File: src/design/shader_switch_params.svh
/*
 * Constants of the shader switch control block: command decode values,
 * register sub-addresses, field positions, reset values and slot ranges.
 * Assumes it is included by bare name from the package and the design.
 */
// What this block does
// RULE1: Switch bit 0 keeps issuing ALU; bit 1 switches to texture after that slot.
// RULE2: Slots 72-95, 96-119, 120-127 map to bits of three consecutive words.
// RULE3: Sixteen check flags for r0..r15 sit in bits 8..23, r0 lowest.
// RULE4: Flag 0 skips first-destination valid check; flag 1 performs it.
// RULE5: All destination check flags reset to zero.
// RULE6: With flag set, partial ALU write waits until texture load result valid.
// RULE7: Software must set the flag when texture and ALU both first write a register.
// RULE8: Inspection register holds 16-bit flag number; bits 23:16 reserved.
// RULE9: Inspection number written with parameter type 01h at sub-address Software_inspection_flag.
// RULE10: Texture-to-ALU switch bits return issue to the ALU stream.
// RULE11: Separate ALU and texture slot counters; each stream resumes where it stopped.
// RULE12: Settings clear on reset and apply from the next program launch; the inspection flag number applies as soon as it is written.
`ifndef SHADER_SWITCH_PARAMS_SVH
`define SHADER_SWITCH_PARAMS_SVH

`define PTYPE_SHADER     8'h01
`define SUB_ALU_SW_72    8'h98
`define SUB_ALU_SW_96    8'h99
`define SUB_CHK_TAIL     8'h9A
`define SUB_INSPECT      8'hAA
`define CHK_LSB          8
`define CHK_MSB          23
`define TAIL_SW_MSB      7
`define INSPECT_MSB      15
`define WORD_RESET       24'h000000
`define CHK_RESET        16'h0000
`define LOWER_SLOTS      72
`define ALU_SLOTS        128
`define TEX_SLOTS        32

`endif

File: src/design/shader_switch_pkg.sv
/*
 * Types shared by the shader switch control block.
 * Assumes the constants header is on the include path.
 */
`default_nettype none

package shader_switch_pkg;
    `include "shader_switch_params.svh"

    // One host command word: sub-address in the top byte
    typedef struct packed {
        logic [7:0]  sub_addr;
        logic [23:0] value;
    } cmd_t;

    // Program-launch copy of the loaded settings
    typedef struct packed {
        logic [`ALU_SLOTS-1:0] alu_sw;
        logic [`TEX_SLOTS-1:0] tex_sw;
        logic [15:0]           chk;
    } snap_t;

    typedef enum logic [2:0] {
        SEQ_IDLE = 3'h1,
        SEQ_ALU  = 3'h2,
        SEQ_TEX  = 3'h4
    } seq_state_t;
endpackage

`default_nettype wire

File: src/design/stream_slot_counter.sv
/*
 * Slot counter for one instruction stream; wraps at its width.
 * Assumes clear and advance are single-cycle pulses in the core clock.
 */
`default_nettype none

module stream_slot_counter #(
    parameter int W = 7
) (
    // Clock and reset
    input  wire logic         core_clk,
    input  wire logic         rstn,
    // Control
    input  wire logic         clear,
    input  wire logic         advance,
    // Count
    output logic [W-1:0]      slot_ff
);
    always_ff @(posedge core_clk) begin
        if (!rstn) begin
            slot_ff <= '0;
        end else if (clear) begin
            slot_ff <= '0;
        end else if (advance) begin
            slot_ff <= slot_ff + W'(1); // [RULE11]
        end
    end
endmodule

`default_nettype wire

File: src/design/shader_alu_tex_switch_control.sv
/*
 * Pixel shader sequencer configuration: ALU-to-texture switch bits for
 * slots 72..127, destination check flags, inspection flag number, and the
 * issue sequencer and first-write check that use them.
 * Assumes slots 0..71 and the texture-to-ALU bits come from companion
 * register blocks, and that all inputs are synchronous to core_clk.
 */
`default_nettype none

`include "shader_switch_params.svh"

module shader_alu_tex_switch_control (
    // Clock and reset
    input  wire logic                         core_clk,
    input  wire logic                         rstn,
    // Host command port
    input  wire logic                         cmd_valid,
    input  wire logic [7:0]                   parameter_type,
    input  wire shader_switch_pkg::cmd_t      cmd_word,
    // Host read port
    input  wire logic                         rd_en,
    input  wire logic [7:0]                   rd_addr,
    output logic [23:0]                       rd_data_ff,
    // Companion switch bits
    input  wire logic [`LOWER_SLOTS-1:0]      lower_alu_switch,
    input  wire logic [`TEX_SLOTS-1:0]        tex_to_alu_switch_bit,
    // Sequencer events
    input  wire logic                         launch,
    input  wire logic                         alu_done,
    input  wire logic                         tex_done,
    // Texture load tracking
    input  wire logic                         tex_load_issue,
    input  wire logic [3:0]                   tex_load_reg,
    input  wire logic                         tex_load_return,
    input  wire logic [3:0]                   tex_return_reg,
    // ALU destination request
    input  wire logic                         alu_req,
    input  wire logic [3:0]                   alu_dest,
    input  wire logic                         alu_partial,
    // Issue status
    output logic                              issue_tex_ff,
    output logic [6:0]                        alu_slot_ff,
    output logic [4:0]                        tex_slot_ff,
    output logic                              alu_go_ff,
    output logic                              alu_wait_ff,
    output logic [15:0]                       inspection_flag_number
);
    logic [23:0]            sw72_ff;
    logic [23:0]            sw96_ff;
    logic [23:0]            tail_ff;
    logic [15:0]            insp_ff;
    shader_switch_pkg::snap_t snap_ff;
    shader_switch_pkg::seq_state_t state_ff;
    logic [15:0]            pending_ff;
    logic [15:0]            touched_ff;
    logic                   wr_en;
    logic                   alu_adv;
    logic                   tex_adv;
    logic                   need_check;
    logic                   sw_alu_now;
    logic                   sw_tex_now;
    logic [`ALU_SLOTS-1:0]  alu_sw_all;

    assign wr_en = cmd_valid && parameter_type == `PTYPE_SHADER; // [RULE9]
    // Slot n owns bit n of the whole switch vector
    assign alu_sw_all = {tail_ff[`TAIL_SW_MSB:0], sw96_ff, sw72_ff,
                         lower_alu_switch}; // [RULE2]
    assign alu_adv    = state_ff == shader_switch_pkg::SEQ_ALU && alu_done;
    assign tex_adv    = state_ff == shader_switch_pkg::SEQ_TEX && tex_done;
    assign sw_alu_now = snap_ff.alu_sw[alu_slot_ff];
    assign sw_tex_now = snap_ff.tex_sw[tex_slot_ff];
    // Only a first partial write to a flagged, still-loading register must wait
    assign need_check = snap_ff.chk[alu_dest] && !touched_ff[alu_dest]
                        && alu_partial && pending_ff[alu_dest]; // [RULE4] [RULE6]

    // Register writes
    always_ff @(posedge core_clk) begin
        if (!rstn) begin
            sw72_ff <= `WORD_RESET; // [RULE12]
            sw96_ff <= `WORD_RESET;
            tail_ff <= `WORD_RESET; // [RULE5]
            insp_ff <= 16'h0000;
        end else if (wr_en) begin
            case (cmd_word.sub_addr)
                `SUB_ALU_SW_72: sw72_ff <= cmd_word.value; // [RULE2]
                `SUB_ALU_SW_96: sw96_ff <= cmd_word.value; // [RULE2]
                `SUB_CHK_TAIL:  tail_ff <= cmd_word.value; // [RULE3]
                `SUB_INSPECT:   insp_ff <= cmd_word.value[`INSPECT_MSB:0]; // [RULE8]
                default: ;
            endcase
        end
    end

    assign inspection_flag_number = insp_ff;

    // Register reads, one cycle after rd_en; unmapped reads give zero
    always_ff @(posedge core_clk) begin
        if (!rstn) begin
            rd_data_ff <= 24'h000000;
        end else if (rd_en) begin
            case (rd_addr)
                `SUB_ALU_SW_72: rd_data_ff <= sw72_ff;
                `SUB_ALU_SW_96: rd_data_ff <= sw96_ff;
                `SUB_CHK_TAIL:  rd_data_ff <= tail_ff;
                `SUB_INSPECT:   rd_data_ff <= {8'h00, insp_ff}; // [RULE8]
                default:        rd_data_ff <= 24'h000000;
            endcase
        end
    end

    // Switch bits and check flags are sampled at launch so a running program never sees a change
    always_ff @(posedge core_clk) begin
        if (!rstn) begin
            snap_ff <= '0;
        end else if (launch) begin
            snap_ff.alu_sw <= alu_sw_all; // [RULE12]
            snap_ff.tex_sw <= tex_to_alu_switch_bit;
            snap_ff.chk    <= tail_ff[`CHK_MSB:`CHK_LSB]; // [RULE3]
        end
    end

    // Issue sequencer
    always_ff @(posedge core_clk) begin
        if (!rstn) begin
            state_ff <= shader_switch_pkg::SEQ_IDLE;
        end else if (launch) begin
            state_ff <= shader_switch_pkg::SEQ_ALU;
        end else begin
            case (state_ff)
                shader_switch_pkg::SEQ_ALU: begin
                    if (alu_done && sw_alu_now) begin
                        state_ff <= shader_switch_pkg::SEQ_TEX; // [RULE1]
                    end
                end
                shader_switch_pkg::SEQ_TEX: begin
                    if (tex_done && sw_tex_now) begin
                        state_ff <= shader_switch_pkg::SEQ_ALU; // [RULE10]
                    end
                end
                shader_switch_pkg::SEQ_IDLE: state_ff <= shader_switch_pkg::SEQ_IDLE;
                default:  state_ff <= shader_switch_pkg::SEQ_IDLE;
            endcase
        end
    end

    always_ff @(posedge core_clk) begin
        if (!rstn) begin
            issue_tex_ff <= 1'b0;
        end else if (launch) begin
            issue_tex_ff <= 1'b0;
        end else if (alu_adv && sw_alu_now) begin
            issue_tex_ff <= 1'b1; // [RULE1]
        end else if (tex_adv && sw_tex_now) begin
            issue_tex_ff <= 1'b0; // [RULE10]
        end
    end

    // Each stream keeps its own position across switches
    stream_slot_counter #(.W(7)) u_alu_cnt (
        .core_clk (core_clk),
        .rstn     (rstn),
        .clear    (launch),
        .advance  (alu_adv),
        .slot_ff  (alu_slot_ff)
    ); // [RULE11]

    stream_slot_counter #(.W(5)) u_tex_cnt (
        .core_clk (core_clk),
        .rstn     (rstn),
        .clear    (launch),
        .advance  (tex_adv),
        .slot_ff  (tex_slot_ff)
    ); // [RULE11]

    // Outstanding texture loads; a new issue beats a same-cycle return
    always_ff @(posedge core_clk) begin
        if (!rstn) begin
            pending_ff <= 16'h0000;
        end else begin
            for (int i = 0; i < 16; i++) begin
                if (tex_load_issue && tex_load_reg == 4'(i)) begin
                    pending_ff[i] <= 1'b1;
                end else if (tex_load_return && tex_return_reg == 4'(i)) begin
                    pending_ff[i] <= 1'b0; // [RULE6]
                end
            end
        end
    end

    // Registers already written by the ALU in this program
    always_ff @(posedge core_clk) begin
        if (!rstn) begin
            touched_ff <= 16'h0000;
        end else if (launch) begin
            touched_ff <= 16'h0000;
        end else if (alu_req && !need_check && !alu_go_ff) begin
            touched_ff[alu_dest] <= 1'b1; // [RULE4]
        end
    end

    // Grant is a pulse; requester drops alu_req after seeing it
    always_ff @(posedge core_clk) begin
        if (!rstn) begin
            alu_go_ff   <= 1'b0;
            alu_wait_ff <= 1'b0;
        end else begin
            alu_go_ff   <= alu_req && !need_check && !alu_go_ff; // [RULE6]
            alu_wait_ff <= alu_req && need_check; // [RULE6]
        end
    end

    // Checks
    switch_to_tex_a: assert property (@(posedge core_clk) disable iff (!rstn) // [RULE1]
        !launch && alu_adv && sw_alu_now
        |=> issue_tex_ff && state_ff == shader_switch_pkg::SEQ_TEX)
        else $error("no switch to texture after set slot bit");

    stay_alu_a: assert property (@(posedge core_clk) disable iff (!rstn) // [RULE1]
        !launch && alu_adv && !sw_alu_now |=> !issue_tex_ff)
        else $error("left ALU stream with clear bit");

    word_map_a: assert property (@(posedge core_clk) disable iff (!rstn) // [RULE2]
        wr_en && cmd_word.sub_addr == `SUB_ALU_SW_96
        |=> alu_sw_all[119:96] == $past(cmd_word.value))
        else $error("slot 96-119 word not mapped");

    chk_map_a: assert property (@(posedge core_clk) disable iff (!rstn) // [RULE3]
        wr_en && cmd_word.sub_addr == `SUB_CHK_TAIL ##1 launch
        |=> snap_ff.chk == $past(cmd_word.value[23:8], 2))
        else $error("check flags not at bits 23:8");

    chk_reset_a: assert property (@(posedge core_clk) disable iff (!rstn) // [RULE5]
        $rose(rstn) |-> tail_ff[23:8] == 16'h0000 && snap_ff.chk == 16'h0000)
        else $error("check flags not zero after reset");

    no_check_a: assert property (@(posedge core_clk) disable iff (!rstn) // [RULE4]
        alu_req && !snap_ff.chk[alu_dest] && !alu_go_ff |=> alu_go_ff && !alu_wait_ff)
        else $error("unchecked register was held");

    wait_load_a: assert property (@(posedge core_clk) disable iff (!rstn) // [RULE6]
        alu_req && need_check |=> alu_wait_ff && !alu_go_ff)
        else $error("partial write not held for texture data");

    inspect_res_a: assert property (@(posedge core_clk) disable iff (!rstn) // [RULE8]
        rd_en && rd_addr == `SUB_INSPECT |=> rd_data_ff[23:16] == 8'h00
        && rd_data_ff[15:0] == $past(insp_ff))
        else $error("inspection read wrong");

    inspect_type_a: assert property (@(posedge core_clk) disable iff (!rstn) // [RULE9]
        cmd_valid && cmd_word.sub_addr == `SUB_INSPECT
        |=> insp_ff == ($past(parameter_type) == `PTYPE_SHADER ? $past(cmd_word.value[15:0])
                        : $past(insp_ff)))
        else $error("inspection write decode wrong");

    tex_return_a: assert property (@(posedge core_clk) disable iff (!rstn) // [RULE10]
        !launch && tex_adv && sw_tex_now |=> !issue_tex_ff)
        else $error("no return to ALU stream");

    resume_a: assert property (@(posedge core_clk) disable iff (!rstn) // [RULE11]
        !launch && tex_adv |=> alu_slot_ff == $past(alu_slot_ff)
        && tex_slot_ff == $past(tex_slot_ff) + 5'h1)
        else $error("stream counters not independent");

    launch_snap_a: assert property (@(posedge core_clk) disable iff (!rstn) // [RULE12]
        launch |=> snap_ff.alu_sw == $past(alu_sw_all) && alu_slot_ff == 7'h00)
        else $error("settings not taken at launch");

    tail_map_a: assert property (@(posedge core_clk) disable iff (!rstn) // [RULE2]
        launch |=> snap_ff.alu_sw[127:120] == $past(tail_ff[`TAIL_SW_MSB:0]))
        else $error("slot 120-127 bits not taken from the tail word");

    wrong_type_a: assert property (@(posedge core_clk) disable iff (!rstn) // [RULE9]
        cmd_valid && parameter_type != `PTYPE_SHADER
        |=> $stable(sw72_ff) && $stable(sw96_ff) && $stable(tail_ff) && $stable(insp_ff))
        else $error("write taken with wrong parameter type");

    first_use_a: assert property (@(posedge core_clk) disable iff (!rstn) // [RULE4]
        alu_req && touched_ff[alu_dest] && !alu_go_ff |=> alu_go_ff && !alu_wait_ff)
        else $error("register already written was held again");

    load_track_a: assert property (@(posedge core_clk) disable iff (!rstn) // [RULE6]
        tex_load_issue |=> pending_ff[$past(tex_load_reg)])
        else $error("texture load not tracked as pending");

    release_a: assert property (@(posedge core_clk) disable iff (!rstn) // [RULE6]
        alu_wait_ff && alu_req && !pending_ff[alu_dest] |=> alu_go_ff)
        else $error("held write not released after load data");

    // Before the first launch nothing may issue or count
    idle_hold_a: assert property (@(posedge core_clk) disable iff (!rstn) // [RULE12]
        state_ff == shader_switch_pkg::SEQ_IDLE && !launch
        |=> !issue_tex_ff && alu_slot_ff == 7'h00)
        else $error("sequencer active before launch");

    cov_switch_c: cover property (@(posedge core_clk) disable iff (!rstn)
        alu_adv && sw_alu_now ##[1:20] tex_adv && sw_tex_now);
    cov_wait_c: cover property (@(posedge core_clk) disable iff (!rstn)
        alu_wait_ff ##[1:20] alu_go_ff);
    cov_inspect_c: cover property (@(posedge core_clk) disable iff (!rstn)
        wr_en && cmd_word.sub_addr == `SUB_INSPECT);
    cov_first_use_c: cover property (@(posedge core_clk) disable iff (!rstn)
        alu_req && touched_ff[alu_dest] && pending_ff[alu_dest] && alu_go_ff);
    cov_full_write_c: cover property (@(posedge core_clk) disable iff (!rstn)
        alu_req && !alu_partial && snap_ff.chk[alu_dest] && pending_ff[alu_dest] && alu_go_ff);
endmodule

`default_nettype wire

File: config.mk
export PLATFORM = sky130hd
export DESIGN_NAME = shader_alu_tex_switch_control
export DESIGN_NICKNAME = d
export VERILOG_FILES = /design/src/design/shader_switch_pkg.sv /design/src/design/stream_slot_counter.sv /design/src/design/shader_alu_tex_switch_control.sv
export VERILOG_INCLUDE_DIRS = /design/src /design/src/design
export SDC_FILE = /design/constraint.sdc
export NUM_CORES = 1
export LEC_CHECK = 0
export ABC_AREA = 1
export BUFFER_PORTS_ARGS = -buffer_cell sky130_fd_sc_hd__buf_2
export CAP_MARGIN = 40
export CORE_MARGIN = 10
export CORE_UTILIZATION = 61
export CTS_CLUSTER_DIAMETER = 120
export DETAILED_ROUTE_END_ITERATION = 10
export PLACE_DENSITY = 0.85
export SLEW_MARGIN = 5
export SYNTH_ARGS = -nofsm -noshare
export SYNTH_HDL_FRONTEND = slang
export SYNTH_SLANG_ARGS = --single-unit
File: constraint.sdc
create_clock -name core_clk -period 4.07 [get_ports core_clk]
set_clock_uncertainty 0.15 [all_clocks]
set_input_delay 0.407 -clock core_clk [delete_from_list [all_inputs] [get_ports core_clk]]
set_output_delay 0.407 -clock core_clk [all_outputs]
set_load 0.01 [all_outputs]
==> results of run 1 <==
## stage by stage
step                      total power, mW  hold slack (ns)  cell area (µm²)  std cells
after global placement              4.040           0.2895            15540       2439
after global routing                7.449         0.004868            17050       2538
after detailed placement            4.056           0.2981            15560       2441
after floorplan                     3.859           0.2788            14420       2013
after CTS                           7.217         0.002647            17050       2537
final                               7.209          0.01708            17050       2538
## report_power, final
part	switching, mW	internal [mW]	leakage [nW]
clock network	1.32	1.86	0.549
registers	0.0467	3.42	2.76
logic	0.354	0.208	3.80
## kinds of logic after synthesis
group                      count (synthesis)  synth area share, %
AOI/OAI and AO/OA                        654                24.36
adders and majority gates                  2               0.1735
buffers and inverters                    356                9.577
DFF                                      338                46.91
and+or+nand+nor                          663                18.98
## sequential cells by signal (all words and copies together) (netlist names), 3 cells and up
name                    count
sw72_ff                    24
tail_ff                    24
rd_data_ff                 24
u_alu_cnt.slot_ff           7
u_tex_cnt.slot_ff           5
touched_ff                 16
state_ff                    3
inspection_flag_number     16
snap_ff                   176
sw96_ff                    24
pending_ff                 16
## layout by cell type (no fill, tap or decap), types with 35 or more instances in the layout
cell and count:
nand2_1 274, o21ai_0 250, a21oi_1 256, nand3_1 94, dfxtp_1 337, inv_1 206
clkbuf_16 35, nor2_1 252, dlygate4sd3_1 35, buf_2 227, o21ai_1 55
## path summary, 6_finish.rpt
kind	startpoint	endpoint	slack (ns)	cells past startpoint
hold / removal	alu_req	alu_wait_ff	0.02	3
setup reg to reg	u_alu_cnt.slot_ff[0]	u_alu_cnt.slot_ff[6]	1.41	7
setup / recovery	u_alu_cnt.slot_ff[0]	u_alu_cnt.slot_ff[6]	1.41	7
hold reg to reg	snap_ff[83]	snap_ff[83]	0.31	2
## worst max-delay path, stage by stage, from the launching register on
cell	delay [ns]
dfxtp_2	0.72
buf_4	0.59
ha_1	0.31
inv_1	0.06
nor4_1	0.37
nand2_1	0.12
o21ai_0	0.17
a21oi_1	0.06
## layer usage
layer	wire, µm	vias up
li1	-	7045
met5	0	-
met3	4046	89
met1	18430	6648
met2	19240	777
met4	968	0
## cell type report
cell class	instances	area (µm²)
well taps	319	399.1
inverters	223	844.6
clock buffers	46	957.2
repair buffers	277	1619
multi-input cells	1319	6285
flip-flops and latches	338	6768
fillers	1917	6351
diodes	1	2.502
clock inverters	15	176.4
==> flow_metrics.py, run 1 <==
metrics = {
    "run_status": {
        "status": "completed",
    },
    "grt": {
        "first_global_vias": 13680,
        "grt_overflow": 0,
        "antenna_found_initial": 1,
        "grt.total_usage_pct": 26.84,
        "grt_max_degree": 242,
        "busiest_layer": "met2",
        "met3_usage_pct": 6.186,
        "use_met1_pct": 35.67,
        "grt_use_met2_pct": 42.77,
        "grt_pass1_wl_um": 69290,
    },
    "die": {
        "pin_count": 230,
        "die_h_um": 173.8,
        "fp-row-count": 56,
        "fp.dieArea_mm2": 0.03020,
        "start_util_pct": 61.63,
        "die_w_um": 173.8,
        "coreArea_mm2": 0.02340,
    },
    "critical_path": {
        "cp_max_fo": 54,
        "cp_data_required_time_ns": 4.33,
        "critPathKind": "flip-flop to flip-flop",
        "crit_path_end_kind": "flip-flop",
        "critPathLaunchType": "flip-flop",
        "critPathArrivalTime_ns": 2.92,
    },
    "route": {
        "totalWireLength_um": 42680,
        "firstDrtPassIters": 6,
        "ant_nets": 0,
        "viasPerCell": 5.736,
        "drc_errors": 0,
        "drtIter0Drc": 1952,
        "wl_per_cell_um": 16.82,
        "num_vias": 14560,
    },
    "final_layout": {
        "drive_gt1_share_pct": 14.70,
        "syn_to_final_growth_pct": 18.22,
        "num-nets-final": 2371,
        "postLayoutCoreUtil_pct": 72.86,
    },
    "clocking": {
        "ctsHoldBuffers": 35,
        "cts_tree": "yes",
        "cts_buffers": 35,
        "h-tree-depth": 2,
        "clkTransAtPathRegs_ns": 0.06,
        "clk_latency_ns": 0.53,
        "post-cts-setup-buffers": 0,
        "cts_resized": 0,
        "clk_path_buf_depth": 3,
        "cts.sinks": 338,
        "cts-root-buf": "clkbuf_16",
    },
    "synthesis": {
        "synthArstFlopShare_pct": 0,
        "synth_area_leaders": "dfxtp_1 (47%), a21oi_1 (8.9%), o21ai_0 (8.7%)",
        "yosysTopAreaCellShare_pct": 46.91,
        "synth_area_leader_cell": "dfxtp_1",
        "ys_types": 38,
        "synth_ff_type": "dfxtp_1",
        "yosysSeqAreaShare_pct": 46.91,
        "syn_avg_cell_area_um2": 7.165,
        "synth.most_common_cell": "dfxtp_1",
        "synth-seq-cells": 338,
        "synth_edf_count": 0,
        "synthCells": 2013,
        "yosys_warnings": 0,
        "syn-cell-area_mm2": 0.01442,
        "syn-num-nets": 2190,
        "synth_common_cells": "dfxtp_1 (338), nand2_1 (274), a21oi_1 (256)",
    },
    "sta": {
        "timing.fmax_mhz": 375.7,
        "setup_ws_ns": 1.408,
        "period_share_pct": 65.40,
        "worst_pin_slew_ns": 0.9623,
        "fin_crit_ns": 2.662,
        "fin_setup_tns_ns": 0,
        "finalMaxSlewViolations": 0,
        "rsz0062_at_grt": "false",
        "setup_violations": 0,
        "slew_headroom_pct": 35.78,
        "hold_viol_final": 0,
    },
    "placement": {
        "routabilityCongestion": 0.9106,
        "dp_hpwl_um": 27600,
        "place.port_buffers": 229,
        "pre_cts_slack_ns": 1.495,
    },
    "pwr": {
        "p_per_area_mw_per_mm2": 422.8,
        "power_leakage_nw": 7.116,
        "vdd_drop_max_mv": 0.3003,
    },
    "run": {
        "cap_violations": 0,
    },
    "worst_hold_path": {
        "worstHoldPathType": "input pin to flip-flop",
    },
}
Note: power is estimated with default switching activity, not from simulation.
==> run 2, diff against run 1 <==
--- a/config.mk
+++ b/config.mk
@@ -6,14 +6,14 @@
 export SDC_FILE = /design/constraint.sdc
 export NUM_CORES = 1
 export LEC_CHECK = 0
-export ABC_AREA = 1
+export ABC_AREA = 0
 export BUFFER_PORTS_ARGS = -buffer_cell sky130_fd_sc_hd__buf_2
 export CAP_MARGIN = 40
 export CORE_MARGIN = 10
-export CORE_UTILIZATION = 61
+export CORE_UTILIZATION = 57
 export CTS_CLUSTER_DIAMETER = 120
 export DETAILED_ROUTE_END_ITERATION = 10
-export PLACE_DENSITY = 0.85
+export PLACE_DENSITY = 0.8
 export SLEW_MARGIN = 5
 export SYNTH_ARGS = -nofsm -noshare
 export SYNTH_HDL_FRONTEND = slang
==> constraint.sdc (replaced) <==
create_clock -name core_clk -period 2.6 [get_ports core_clk]
set_clock_uncertainty 0.15 [all_clocks]
set_input_delay 0.26 -clock core_clk [delete_from_list [all_inputs] [get_ports core_clk]]
set_output_delay 0.26 -clock core_clk [all_outputs]
set_load 0.01 [all_outputs]
==> flow_metrics.py, run 2 <==
metrics = {
    "run_status": {
        "status": "completed",
    },
    "final_layout": {
        "n_fill_cell": 1619,
        "num-nets-final": 1963,
        "layout_commonest_cell": "dfxtp_1",
        "final_cell_mix": "dfxtp_1 (336), nor2_1 (306), mux2i_1 (291)",
        "syn_to_final_growth_pct": 30.00,
        "largest_reg_flops": 176,
        "multi_input_area_mm2": 0.007141,
        "post-route-cell-area_mm2": 0.01870,
        "final-seq-area_mm2": 0.006771,
        "drive_gt1_share_pct": 20.99,
        "largest-register": "snap_ff",
    },
    "clocking": {
        "cts_buffers": 37,
        "post-cts-setup-buffers": 0,
        "cts_tree": "yes",
        "cts-root-buf": "clkbuf_16",
        "clk_latency_ns": 0.51,
        "clk_path_buf_depth": 3,
        "h-tree-depth": 2,
        "clkTransAtPathRegs_ns": 0.06,
        "cts.sinks": 338,
    },
    "die": {
        "die_w_um": 178.9,
        "die_h_um": 178.9,
        "pin_count": 230,
        "start_util_pct": 57.46,
        "coreArea_mm2": 0.02504,
        "fp-row-count": 58,
        "fp.dieArea_mm2": 0.03199,
    },
    "pwr": {
        "finalPower_mw": 11.79,
        "power_leakage_nw": 7.801,
        "p_per_area_mw_per_mm2": 630.2,
        "vdd_drop_max_mv": 0.4747,
    },
    "sta": {
        "setup_violations": 0,
        "period_share_pct": 98.43,
        "finalMaxSlewViolations": 0,
        "hold_viol_final": 0,
        "worst_pin_slew_ns": 0.7476,
        "fin_crit_ns": 2.559,
        "timing.fmax_mhz": 390.8,
        "slew_headroom_pct": 50.16,
    },
    "synthesis": {
        "yosysTopAreaCellShare_pct": 47.03,
        "synthCells": 1433,
        "yosys_warnings": 0,
        "syn-cell-area_mm2": 0.01439,
        "synth-seq-cells": 338,
        "synth_edf_count": 0,
        "synth.most_common_cell": "dfxtp_1",
        "synthArstFlopShare_pct": 0,
        "syn-num-nets": 1610,
        "synth_area_leaders": "dfxtp_1 (47%), mux2i_1 (20%), nor2_1 (8.0%)",
        "synth_area_leader_cell": "dfxtp_1",
        "yosysSeqAreaShare_pct": 47.03,
        "synth_ff_type": "dfxtp_1",
        "synth_common_cells": "dfxtp_1 (338), nor2_1 (306), mux2i_1 (291)",
        "syn_avg_cell_area_um2": 10.04,
        "ys_types": 66,
    },
    "critical_path": {
        "reg2reg_from": "u_alu_cnt.slot_ff[0]",
        "path_common_cell": "mux4_2",
        "cp_data_required_time_ns": 2.85,
        "cp_max_fo": 11,
        "crit_path_end_kind": "flip-flop",
        "worstPathCellList": "mux4_2 -> mux4_2 -> o211ai_1 -> a32oi_1 -> a32o_1",
        "path_buf_inv": 0,
        "slowest_delay_ns": 0.56,
        "critPathKind": "flip-flop to flip-flop",
        "startpoint": "u_alu_cnt.slot_ff[0]",
        "critPathLaunchType": "flip-flop",
        "crit_family": "multiplexers",
        "cpMaxStageDelayCell": "mux4_2",
        "critPathArrivalTime_ns": 2.81,
    },
    "grt": {
        "antenna_found_initial": 2,
        "grt_pass1_wl_um": 67490,
        "grt_max_degree": 151,
        "grt_overflow": 0,
        "grt.total_usage_pct": 26.08,
        "first_global_vias": 12520,
    },
    "run": {
        "cap_violations": 0,
    },
    "route": {
        "drtIter0Drc": 1185,
        "num_vias": 12300,
        "totalWireLength_um": 43140,
        "viasPerCell": 5.727,
        "drc_errors": 0,
        "ant_nets": 0,
        "wl_per_cell_um": 20.08,
        "firstDrtPassIters": 7,
    },
    "placement": {
        "place_area_mm2": 0.01592,
        "dp_hpwl_um": 27200,
        "routabilityCongestion": 0.8842,
        "place.port_buffers": 229,
    },
    "worst_hold_path": {
        "min_from": "tex_return_reg[3]",
        "worstHoldPathType": "input pin to flip-flop",
    },
}
run 2: cell count changes after synthesis, moves of 37 or more:
cell      delta
mux2i_1    +291
o21ai_0    -230
nand2_1    -210
a21oi_1    -207
inv_1      -191
nand3_1     -80
o21ai_1     -55
nor2_1      +53
clkbuf_1    -51
mux4_2      +37
run 2: timing repair:
item                       in CTS  in global routing
hold buffers                  145                  0
hold endpoints to repair      215                  0
setup endpoints to repair       1                  3
resized for setup               1                  2
run 2: kinds of logic after synthesis:
logic type / count (synthesis) / synth area share, %
compound gates: 165 / 8.036
fa+ha+maj: 2 / 0.1739
buf+inv: 116 / 3.427
simple gates: 471 / 14.45
flops: 338 / 47.03
xor+xnor: 10 / 0.6088
mux: 331 / 26.27
run 2: final timing paths:
check,to,slack [ns],cells after the start
min,pending_ff[12],0.05,4
min reg2reg,touched_ff[15],0.31,2
max,state_ff[2],0.04,5
max reg2reg,state_ff[2],0.04,5
run 2: where the power goes:
group          leakage [nW]  internal (mW)  switching (mW)
registers              2.75           5.29          0.0715
clock network         0.640           3.41            2.13
logic                  4.41          0.452           0.434
total                  7.80           9.15            2.63
run 2: final cells by class:
cell class | count | share of cell area, %
antenna | 3 | 0.04014
clock buffer | 54 | 6.001
clock inverter | 14 | 1.004
inverter | 19 | 0.4215
multi-input combinational | 979 | 38.18
sequential | 338 | 36.21
tap | 330 | 2.208
timing repair buffer | 411 | 15.94
run 2: through the flow:
stage / setup TNS, ns / worst slack, ns / hold slack, ns / utilization, % / std cells
after global routing: -0.002064 / -0.002064 / 0.07076 / 74.69 / 2147
final: 0 / 0.04082 / 0.05012 / 74.70 / 2148
after detailed placement: -0.01128 / -0.01128 / 0.2997 / 63.60 / 1932
after CTS: 0 / 0.01903 / 0.01925 / 74.64 / 2145
after floorplan: 0 / 0.2376 / 0.1862 / - / 1433
after global placement: 0 / 0.06477 / 0.2870 / 63.60 / 1932
run 2: routing by layer:
layer  GRT usage [%]  routed length [µm]  up-vias
met5               0                   0        -
met4           11.82                1886        0
met3           4.339                2411      137
met2           45.37               21840      488
met1           30.90               17000     5879
li1                -                   -     5798
run 2: tightest hold or removal path, stage by stage:
cell and delay [ns]:
buf_2 0.11, nand2_1 0.08, o21ai_0 0.15, a21oi_1 0.06
